File: src/include/adcc_cfg.svh
// constants for the a/d conversion clock select block
`ifndef ADCC_CFG_SVH
`define ADCC_CFG_SVH
// register port
`define ADCC_ADDR_W     3
`define ADCC_DATA_W     16
`define ADCC_REG_CTRL   3'h0
`define ADCC_REG_DIR    3'h1
`define ADCC_REG_ACFG   3'h2
`define ADCC_REG_POUT   3'h3
`define ADCC_REG_PIN    3'h4
`define ADCC_REG_RES    3'h5
`define ADCC_REG_STAT   3'h6
// control field positions
`define ADCC_SEL_LO     0
`define ADCC_SEL_HI     2
`define ADCC_CH_LO      3
`define ADCC_CH_HI      6
`define ADCC_GO_BIT     7
// pins and reset values
`define ADCC_PINS       12
`define ADCC_DIR_RST    12'hfff
`define ADCC_ACFG_RST   12'h000
`define ADCC_SEL_RST    3'h0
// conversion shape
`define ADCC_RES_BITS   10
`define ADCC_TAD_PER    4'hc
`define ADCC_TAD_LAST   4'hb
`define ADCC_SAR_MSB    10'h200
// timing
`define ADCC_CLK_NS     8
`define ADCC_RC_TAD_NS  4000
`define ADCC_RC_TAD_CYC (`ADCC_RC_TAD_NS / `ADCC_CLK_NS)
`endif

File: src/include/adcc_pkg.sv
// types for the a/d conversion clock select block
package adcc_pkg;
    // conversion sequencer states
    typedef enum logic [0:0] {
        ADCC_IDLE = 1'b0,
        ADCC_CONV = 1'b1
    } adcc_state_type;
    // clock select field
    typedef logic [2:0] adcc_sel_type;
endpackage

File: src/verilog/adcc_top.sv
// conversion clock select, sar sequencer and analog pin configuration
//============================================================
`timescale 1ns/10ps
`default_nettype none
`include "adcc_cfg.svh"
module adcc_top (
    // clock and reset
    input  wire logic                      clk_i,
    input  wire logic                      reset_i,
    // register port
    input  wire logic [`ADCC_ADDR_W-1:0]   reg_addr_i,
    input  wire logic [`ADCC_DATA_W-1:0]   reg_wdata_i,
    input  wire logic                      reg_write_i,
    input  wire logic                      reg_read_i,
    output logic      [`ADCC_DATA_W-1:0]   reg_rdata_o,
    // port pins
    input  wire logic [`ADCC_PINS-1:0]     pin_level_i,
    output logic      [`ADCC_PINS-1:0]     pin_out_o,
    output logic      [`ADCC_PINS-1:0]     pin_oe_n_o,
    // analog front end
    input  wire logic                      adc_compare_i,
    output logic                           adc_sample_o,
    output logic      [3:0]                adc_channel_o,
    output logic                           adc_src_digital_o,
    output logic                           adc_drive_level_o,
    output logic      [`ADCC_RES_BITS-1:0] adc_trial_o,
    output logic                           adc_tad_tick_o,
    output logic                           conv_busy_o,
    output logic                           conv_done_o
);
    import adcc_pkg::*;

    // terminal count of the period counter for a select value
    function automatic logic [8:0] tad_term(input adcc_sel_type sel);
        logic [8:0] div;
        div = 9'h002 << {sel[1:0], 1'b0};
        if (sel[1:0] == 2'h3) begin
            tad_term = 9'((`ADCC_RC_TAD_CYC) - 1);
        end else if (sel[2]) begin
            tad_term = 9'((div << 1) - 9'h001);
        end else begin
            tad_term = div - 9'h001;
        end
    endfunction

    //============================================================
    // registers
    adcc_sel_type                conv_clock_select;  // bit period source
    logic [3:0]                  channel_select;     // converted channel
    logic [`ADCC_PINS-1:0]       pin_direction_bits; // 1 input, 0 output
    logic [`ADCC_PINS-1:0]       analog_port_config; // 1 analog input
    logic [`ADCC_PINS-1:0]       port_latch;         // driven pin levels
    logic [`ADCC_RES_BITS-1:0]   result;             // last conversion
    logic [`ADCC_RES_BITS-1:0]   sar;                // trial code
    logic [`ADCC_RES_BITS-1:0]   sar_mask;           // bit under test
    logic [8:0]                  per_cnt;            // oscillator periods
    logic [3:0]                  tad_cnt;            // bit periods done
    logic                        done;               // sticky finish flag
    adcc_state_type              state;              // sequencer state

    //============================================================
    // decode
    wire ctrl_wr  = reg_write_i && (reg_addr_i == `ADCC_REG_CTRL);
    wire start    = ctrl_wr && reg_wdata_i[`ADCC_GO_BIT] && (state == ADCC_IDLE);
    wire [2:0] wsel = reg_wdata_i[`ADCC_SEL_HI:`ADCC_SEL_LO];
    // a new select restarts the count at the edge that writes it, so the
    // first period under the new select is never one cycle too long
    wire sel_chg  = ctrl_wr && (wsel != conv_clock_select);
    wire restart  = sel_chg || start;
    wire tick     = (per_cnt == tad_term(conv_clock_select));
    wire conv_tick = tick && (state == ADCC_CONV) && !restart;
    wire last_tad = conv_tick && (tad_cnt == `ADCC_TAD_LAST);
    wire sar_tad  = conv_tick && (tad_cnt < 4'(`ADCC_RES_BITS));
    wire [15:0] dir_ext = {4'hf, pin_direction_bits};
    wire [15:0] lat_ext = {4'h0, port_latch};
    wire [`ADCC_PINS-1:0] pin_read = pin_level_i & ~analog_port_config;
    wire [`ADCC_DATA_W-1:0] rd_mux =
        (reg_addr_i == `ADCC_REG_CTRL) ? 16'({done, state, channel_select, conv_clock_select}) :
        (reg_addr_i == `ADCC_REG_DIR)  ? 16'(pin_direction_bits) :
        (reg_addr_i == `ADCC_REG_ACFG) ? 16'(analog_port_config) :
        (reg_addr_i == `ADCC_REG_POUT) ? 16'(port_latch) :
        (reg_addr_i == `ADCC_REG_PIN)  ? 16'(pin_read) :
        (reg_addr_i == `ADCC_REG_RES)  ? 16'(result) :
        (reg_addr_i == `ADCC_REG_STAT) ? 16'({tad_cnt, done, state}) :
        16'h0000;

    //============================================================
    // software registers
    always_ff @(posedge clk_i or posedge reset_i) begin
        if (reset_i) begin
            conv_clock_select  <= `ADCC_SEL_RST;
            channel_select     <= 4'h0;
            pin_direction_bits <= `ADCC_DIR_RST;
            analog_port_config <= `ADCC_ACFG_RST;
            port_latch         <= 12'h000;
        end else if (reg_write_i) begin
            // address chain
            if (reg_addr_i == `ADCC_REG_CTRL) begin
                conv_clock_select <= wsel;
                channel_select    <= reg_wdata_i[`ADCC_CH_HI:`ADCC_CH_LO];
            end else if (reg_addr_i == `ADCC_REG_DIR) begin
                pin_direction_bits <= reg_wdata_i[`ADCC_PINS-1:0];
            end else if (reg_addr_i == `ADCC_REG_ACFG) begin
                analog_port_config <= reg_wdata_i[`ADCC_PINS-1:0];
            end else if (reg_addr_i == `ADCC_REG_POUT) begin
                port_latch <= reg_wdata_i[`ADCC_PINS-1:0];
            end
        end
    end

    //============================================================
    // free-running oscillator period counter
    always_ff @(posedge clk_i or posedge reset_i) begin
        if (reset_i) begin
            per_cnt  <= 9'h000;
        end else begin
            // restart and the terminal count both bring the count back to zero
            per_cnt  <= (restart || tick) ? 9'h000 : per_cnt + 9'h001;
        end
    end

    //============================================================
    // sequencer: never looks at channel or direction
    always_ff @(posedge clk_i or posedge reset_i) begin
        if (reset_i) begin
            state    <= ADCC_IDLE;
            tad_cnt  <= 4'h0;
            sar      <= 10'h000;
            sar_mask <= 10'h000;
            result   <= 10'h000;
            done     <= 1'b0;
        end else begin
            if (start) begin
                state    <= ADCC_CONV;
                tad_cnt  <= 4'h0;
                sar      <= `ADCC_SAR_MSB;
                sar_mask <= `ADCC_SAR_MSB;
            end else if (last_tad) begin
                state  <= ADCC_IDLE;
                result <= sar;
            end else if (conv_tick) begin
                tad_cnt <= tad_cnt + 4'h1;
            end
            // sar step once per bit period in the first ten of the twelve bit periods
            if (sar_tad) begin
                sar      <= (adc_compare_i ? sar : (sar & ~sar_mask)) | (sar_mask >> 1);
                sar_mask <= sar_mask >> 1;
            end
            // finish sets, a new start clears; set wins
            if (last_tad) begin
                done <= 1'b1;
            end else if (start) begin
                done <= 1'b0;
            end
        end
    end

    //============================================================
    // registered outputs
    always_ff @(posedge clk_i or posedge reset_i) begin
        if (reset_i) begin
            reg_rdata_o       <= 16'h0000;
            pin_out_o         <= 12'h000;
            pin_oe_n_o        <= `ADCC_DIR_RST;
            adc_sample_o      <= 1'b0;
            adc_channel_o     <= 4'h0;
            adc_src_digital_o <= 1'b0;
            adc_drive_level_o <= 1'b0;
            adc_trial_o       <= 10'h000;
            adc_tad_tick_o    <= 1'b0;
            conv_busy_o       <= 1'b0;
            conv_done_o       <= 1'b0;
        end else begin
            reg_rdata_o       <= reg_read_i ? rd_mux : 16'h0000;
            pin_out_o         <= port_latch;
            pin_oe_n_o        <= pin_direction_bits;
            adc_sample_o      <= start;
            adc_channel_o     <= channel_select;
            adc_src_digital_o <= ~dir_ext[channel_select];
            adc_drive_level_o <= lat_ext[channel_select];
            adc_trial_o       <= sar;
            adc_tad_tick_o    <= tick;
            conv_busy_o       <= (state == ADCC_CONV);
            conv_done_o       <= done;
        end
    end

    //============================================================
    // checks
    logic [15:0] conv_len;   // cycles since start
    logic        conv_clean; // select unchanged during conversion
    always_ff @(posedge clk_i or posedge reset_i) begin
        if (reset_i) begin
            conv_len   <= 16'h0000;
            conv_clean <= 1'b0;
        end else if (start) begin
            conv_len   <= 16'h0001;
            conv_clean <= 1'b1;
        end else begin
            conv_len   <= conv_len + 16'h0001;
            conv_clean <= conv_clean && !restart;
        end
    end
    wire [15:0] exp_len = 16'(`ADCC_TAD_PER) * 16'(tad_term(conv_clock_select) + 9'h001);
endmodule // adcc_top
`default_nettype wire

File: config.mk
export PLATFORM = sky130hd
export DESIGN_NAME = adcc_top
export DESIGN_NICKNAME = d
export VERILOG_FILES = /design/src/include/adcc_pkg.sv /design/src/verilog/adcc_top.sv
export VERILOG_INCLUDE_DIRS = /design/src /design/src/include
export SDC_FILE = /design/constraint.sdc
export NUM_CORES = 1
export LEC_CHECK = 0
export BUFFER_PORTS_ARGS = -buffer_cell sky130_fd_sc_hd__buf_2
export CAP_MARGIN = 20
export CORE_MARGIN = 8
export CORE_UTILIZATION = 56
export CTS_CLUSTER_DIAMETER = 60
export DETAILED_ROUTE_END_ITERATION = 8
export PLACE_DENSITY = 0.8
export SYNTH_ARGS = -nofsm -noshare
export SYNTH_HDL_FRONTEND = slang
export SYNTH_SLANG_ARGS = --single-unit
File: constraint.sdc
create_clock -name clk_i -period 5.3 [get_ports clk_i]
set_clock_uncertainty 0.05 [all_clocks]
set_input_delay 0 -clock clk_i [delete_from_list [all_inputs] [get_ports clk_i]]
set_output_delay 0 -clock clk_i [all_outputs]
set_load 0.1 [all_outputs]
# Word level (Yosys, flattened, before mapping)
# Index checks and enable logic that the tools add are counted.
word_totals:
  reg_bits: 144
  input_bits: 36
  output_inout_bits: 60
  word_cells: 99
op_classes:
  addsub: 4
  n_lt_le_gt_ge: 2
  n_eq_ne: 11
  shift: 1
  mux: 26
  bitwise: 11
  n_reduce_logical: 21
op_table:
  columns: ["operator", "n"]
  rows:
  - ["2-to-1 mux 12 bit", 6]
  - ["2-to-1 mux 10 bit", 5]
  - ["2-to-1 mux 9 bit", 3]
  - ["subtractor 9 x 1 -> 9 bit, second input constant", 2]
  - ["bitwise AND 12 bit", 1]
  - ["2-to-1 mux 4 bit", 3]
  - ["inverter 12 bit", 1]
  - ["bitwise AND 10 bit", 1]
  - ["inverter 10 bit", 1]
  - ["OR 10 x 9 -> 10 bit", 1]
  - ["adder 9 x 1 -> 9 bit, second input constant", 1]
  - ["equality test 3 bit, second input constant", 3]
  - ["equality test 9 bit", 1]
  - ["left shift 2 x 3 -> 9 bit, first input constant", 1]
  - ["binary-select mux 1 bit (select 4 bit)", 2]
  - ["logical AND 1 bit", 8]
  - ["equality test 3 x 2 -> 1 bit, second input constant", 2]
  - ["2-to-1 mux 1 bit", 6]
  - ["2-to-1 mux 6 bit", 1]
  - ["inverter 1 bit", 6]
  - ["AND reduction 2 bit", 3]
  - ["nonzero test 2 bit", 3]
  - ["less-than comparator 4 x 5 -> 1 bit, second input constant", 1]
  - ["AND reduction 5 bit", 1]
  - ["other kinds (12)", 13]

# Depth between registers and ports, before layout
depth:
  word_depth: 10
  depth_mapped: 11
  ltp_nobuf: 9

# Least setup slack after synthesis
# OpenSTA, ideal clock, no wires.
synth_timing:
  path_kind: "register to register"
  start: "register conv_clock_select[1]"
  end: "register result[8]"
  arrival_ns: 2.608
  setup_slack_ns: 2.517
  path_stages_with_launch: 10
  path_buffers: 1
  period_less_slack_ns: 2.783
  cell_sequence: "dfrtp_1 -> buf_2 -> or2b_1 -> ha_1 -> nor2b_1 -> or4_4 -> a221oi_4 -> nand4_2 -> or2_4 -> mux2_4"
synth_between:
  elab_chain_cells: 9
  elab_cells_between_ends: 15
synth_rtl:
  columns: ["element", "line", "source"]
  rows:
  - ["from (decl)", "adcc_top.sv:48", "adcc_sel_type conv_clock_select;"]
  - ["from (signal assigned)", "adcc_top.sv:91", "conv_clock_select <= `ADCC_SEL_RST;"]
  - ["from (signal assigned)", "adcc_top.sv:99", "conv_clock_select <= wsel;"]
  - ["left shift 2 x 3 -> 9 bit", null, null]
  - ["subtractor 9 x 1 -> 9 bit", null, null]
  - ["2-to-1 mux 9 bit (2 in a row)", null, null]
  - ["equality test 9 bit", "adcc_top.sv:70", "wire tick = (per_cnt == tad_term(conv_clock_select));"]
  - ["logical AND 1 bit", "adcc_top.sv:71", "wire conv_tick = tick && (state == ADCC_CONV) && !restart;"]
  - ["logical AND 1 bit *", "adcc_top.sv:71", null]
  - ["logical AND 1 bit *", "adcc_top.sv:72", "wire last_tad = conv_tick && (tad_cnt == `ADCC_TAD_LAST);"]
  - ["AND reduction 2 bit (no source line) *", null, null]
  - ["to (signal assigned)", "adcc_top.sv:140", "result <= sar;"]
  - ["to (decl)", "adcc_top.sv:53", "logic [`ADCC_RES_BITS-1:0] result;"]
# Mark *: on every way between the ends. The rest lies on a longest branch, timed or not.
# A chain may end at the register's enable or synchronous reset.

# Final worst setup path
# Ends and elaborated chain as after synthesis.

==> flow_metrics.env <==
export IMPL_cts_made_buffers=17
export IMPL_yosysMostFrequentCell="sky130_fd_sc_hd__dfrtp_1"
export IMPL_timing_max_transition_violations_final=0
export IMPL_netlist_top_cells_area="sky130_fd_sc_hd__dfrtp_1 (48%), sky130_fd_sc_hd__dfstp_2 (10%), sky130_fd_sc_hd__mux2_2 (8.2%)"
export IMPL_finalHoldViolCount=0
export IMPL_detailroute_via_count=4451
export IMPL_port_buffers=87
export IMPL_finalInstanceArea_um2=7560
export IMPL_setup_worst_path_start_class="flop"
export IMPL_max_slew_worst_pin_slew_ns=1.10
export IMPL_grt_start_max_net_pins=74
export IMPL_detailed_place_area_um2=6680
export IMPL_place_detailed_hpwl_mm=9.64
export IMPL_clock_insertion_delay_worst_skew_ns=0.52
export IMPL_timing_max_slew_rel_slack=0.266
export IMPL_synthesized_area_per_cell_um2=12.3
export IMPL_io_pins=96
export IMPL_cts_buffer_depth=2
export IMPL_seq_area_frac_synth=0.587
export IMPL_period_needed_ns=3.28
export IMPL_static_leakage_power_nw=3.52
export IMPL_routedWlPerCell_um=19.2
export IMPL_core_region_um2=10800
export IMPL_die_w_um=121
export IMPL_cts_tree="done"
export IMPL_area_added_between_synthesis_and_finish_pct=22.0
export IMPL_fp_row_count=38
export IMPL_report_final_setup_viol=0
export IMPL_postLayoutCoreUtil=0.697
export IMPL_nets=644
export IMPL_firstDrtPassIters=5
export IMPL_result_of_the_run="complete, no violations"
export IMPL_vias_per_cell=5.87
export IMPL_holdCritPathClass="input port to flop"
export IMPL_tns_ns=0
export IMPL_preCtsSetupSlack_ns=2.09
export IMPL_postSynthRegisterBits=144
export IMPL_fin_cells=758
export IMPL_critPathMaxFanout=14
export IMPL_dominantRegCellSynth="sky130_fd_sc_hd__dfrtp_1"
export IMPL_fmaxAchievable_mhz=305
export IMPL_finalWeightedCongestion=0.834
export IMPL_cts_root_buf="sky130_fd_sc_hd__clkbuf_8"
export IMPL_remaining_drc_errors=0
export IMPL_critPathRequiredTime_ns=5.65
export IMPL_postSynth_asyncResetShare=1.00
export IMPL_grt_usage=0.207
export IMPL_count_of_h_tree_levels_built_during_cts=4
export IMPL_grt_first_pass_wirelength_mm=23.9
export IMPL_netlist_area_leader_share=0.485
export IMPL_cts_reportedPaths_clkPinSlew_ns=0.06
export IMPL_worstSetupEndpointType="flop"
export IMPL_clock_sink_count=144
export IMPL_synth_top_cells_by_count="sky130_fd_sc_hd__dfrtp_1 (120), sky130_fd_sc_hd__mux2_2 (45), sky130_fd_sc_hd__a21oi_1 (36), sky130_fd_sc_hd__nor2_1 (34), sky130_fd_sc_hd__o21ai_0 (32)"
export IMPL_drtAntennaViolNets=0
export IMPL_power_ir_vdd_worst_uv=385
export IMPL_critical_path_arrival_ns=3.63
export IMPL_whs_ns=0.0248
export IMPL_synth_cell_type_count=64
export IMPL_grt_pass1_vias=4533
export IMPL_antenna_found_initial=0
export IMPL_worst_setup_path_type="flop to flop"
export IMPL_grt_remaining_overflow=0
export IMPL_die_y_um=121
export IMPL_drt_first_iter_violations=337
export IMPL_grt_setup_unrepaired="no"
export IMPL_antenna_cells_inserted=0
export IMPL_finalWirelength_mm=14.5
export IMPL_synth_largest_area_cell="sky130_fd_sc_hd__dfrtp_1"
export IMPL_p_per_area_nw_per_um2=567
export IMPL_maxCapViolations=0
export IMPL_syn_inst=505
export IMPL_drive_gt1_frac=0.337
export IMPL_totalPowerFinal_mw=4.29
export IMPL_period_share=0.619
export IMPL_synth_area_um2=6190
export IMPL_final_worst_slack_ns=2.02
export IMPL_initial_utilization=0.571
export IMPL_place_detailed_instances=702
export IMPL_worst_hold_path_num_cells=5
export IMPL_ff2ff_path_depth=9
export IMPL_number_of_enable_flip_flop_cells_after_synthesis=0
export IMPL_post_cts_setup_buffers=0
export IMPL_synthesis_yosys_warnings=0
export IMPL_floorplan_die_area_um2=14700
-- cell usage in the layout, fill, tap and decap left out, drive strengths merged, types with 2 or more instances in the layout --
| cell | n |
|---|---|
| dfrtp | 120 |
| buf | 89 |
| mux2 | 47 |
| o21ai | 42 |
| a21oi | 36 |
| nor2 | 34 |
| dlygate4sd3 | 24 |
| dfstp | 24 |
| clkbuf | 20 |
| inv | 18 |
| mux2i | 15 |
| nand2 | 13 |
| a22o | 11 |
| xor2 | 8 |
| a22oi | 8 |
| o22ai | 7 |
| nand3 | 7 |
| and3 | 7 |
| nor2b | 6 |
| o221ai | 6 |
| mux4 | 6 |
| bufinv | 5 |
| nor3 | 4 |
| nand2b | 4 |
| conb | 4 |
| nor3b | 4 |
| nand3b | 3 |
| or3 | 3 |
| xnor2 | 3 |
| ha | 3 |
| or4 | 3 |
| and2 | 3 |
| clkinv | 3 |
| o31a | 2 |
| o211a | 2 |
| clkinvlp | 2 |
| nor4b | 2 |
| nor4 | 2 |
| or2 | 2 |
-- layer usage --
layer  wire (µm)  part of all wire  global-route usage  up-vias
li1            -                 -                   -     2005
met1        5930              0.41               0.258     2235
met2        7200              0.50               0.334      178
met3        1050             0.072              0.0633       33
met4         349             0.024              0.0779        0
met5           0                 0                   0        -
-- logic make-up after synthesis --
family / after synthesis / synth area share
flops: 144 / 0.587
other cells: 1 / 0.000605
compound gates: 122 / 0.123
buf+inv: 51 / 0.0364
xor+xnor: 11 / 0.0156
fa+ha+maj: 3 / 0.00606
simple gates: 105 / 0.0990
mux: 68 / 0.133
-- critical path: stages (launching register included) --
cell and delay (ns):
sky130_fd_sc_hd__dfrtp_1 0.55, sky130_fd_sc_hd__nor2_1 0.23, sky130_fd_sc_hd__inv_1 0.07, sky130_fd_sc_hd__ha_1 0.22, sky130_fd_sc_hd__nor2b_1 0.16, sky130_fd_sc_hd__or4_4 0.51, sky130_fd_sc_hd__a221oi_4 0.33, sky130_fd_sc_hd__nand4_2 0.31
sky130_fd_sc_hd__or2_4 0.41, sky130_fd_sc_hd__mux2_4 0.31
-- cell type report --
class	count	area, µm²
clock inverter	12	205
fill	738	3280
tap	140	175
inverter	16	65.1
timing repair buffer	113	691
multi-input combinational	313	2350
clock buffer	20	435
sequential	144	3630
-- path summary, 6_finish.rpt --
kind	startpoint	end	slack, ns
worst max-delay path	conv_clock_select[1]	result[8]	2.02
worst min-delay path	pin_level_i[1]	reg_rdata_o[1]	0.02
worst max register to register	conv_clock_select[1]	result[8]	2.02
worst min register to register	pin_direction_bits[10]	pin_oe_n_o[10]	0.33
max in group asynchronous	reset_i	per_cnt[5]	3.85
min in group asynchronous	reset_i	pin_out_o[1]	0.05
-- where the power goes --
group / leakage, nW / total [mW] / internal, mW / switching, mW
clock network: 0.306 / 1.29 / 0.829 / 0.457
logic: 1.43 / 1.43 / 0.339 / 1.09
registers: 1.78 / 1.57 / 1.37 / 0.205
total: 3.52 / 4.29 / 2.54 / 1.75
-- what timing repair did --
action                    CTS  global route
hold buffers               24             0
gates resized for setup     0             0
hold endpoints to repair  130             0
-- sequential cells by signal (all words and copies together) (netlist names), 3 cells and up --
register and cells:
adc_channel_o 4, reg_rdata_o 12, per_cnt 9, conv_clock_select 3, pin_oe_n_o 12, port_latch 12
tad_cnt 4, analog_port_config 12, pin_out_o 12, channel_select 4, result 10, adc_trial_o 10
sar 10, pin_direction_bits 12, sar_mask 10
Note: power is estimated with default switching activity, not from simulation.
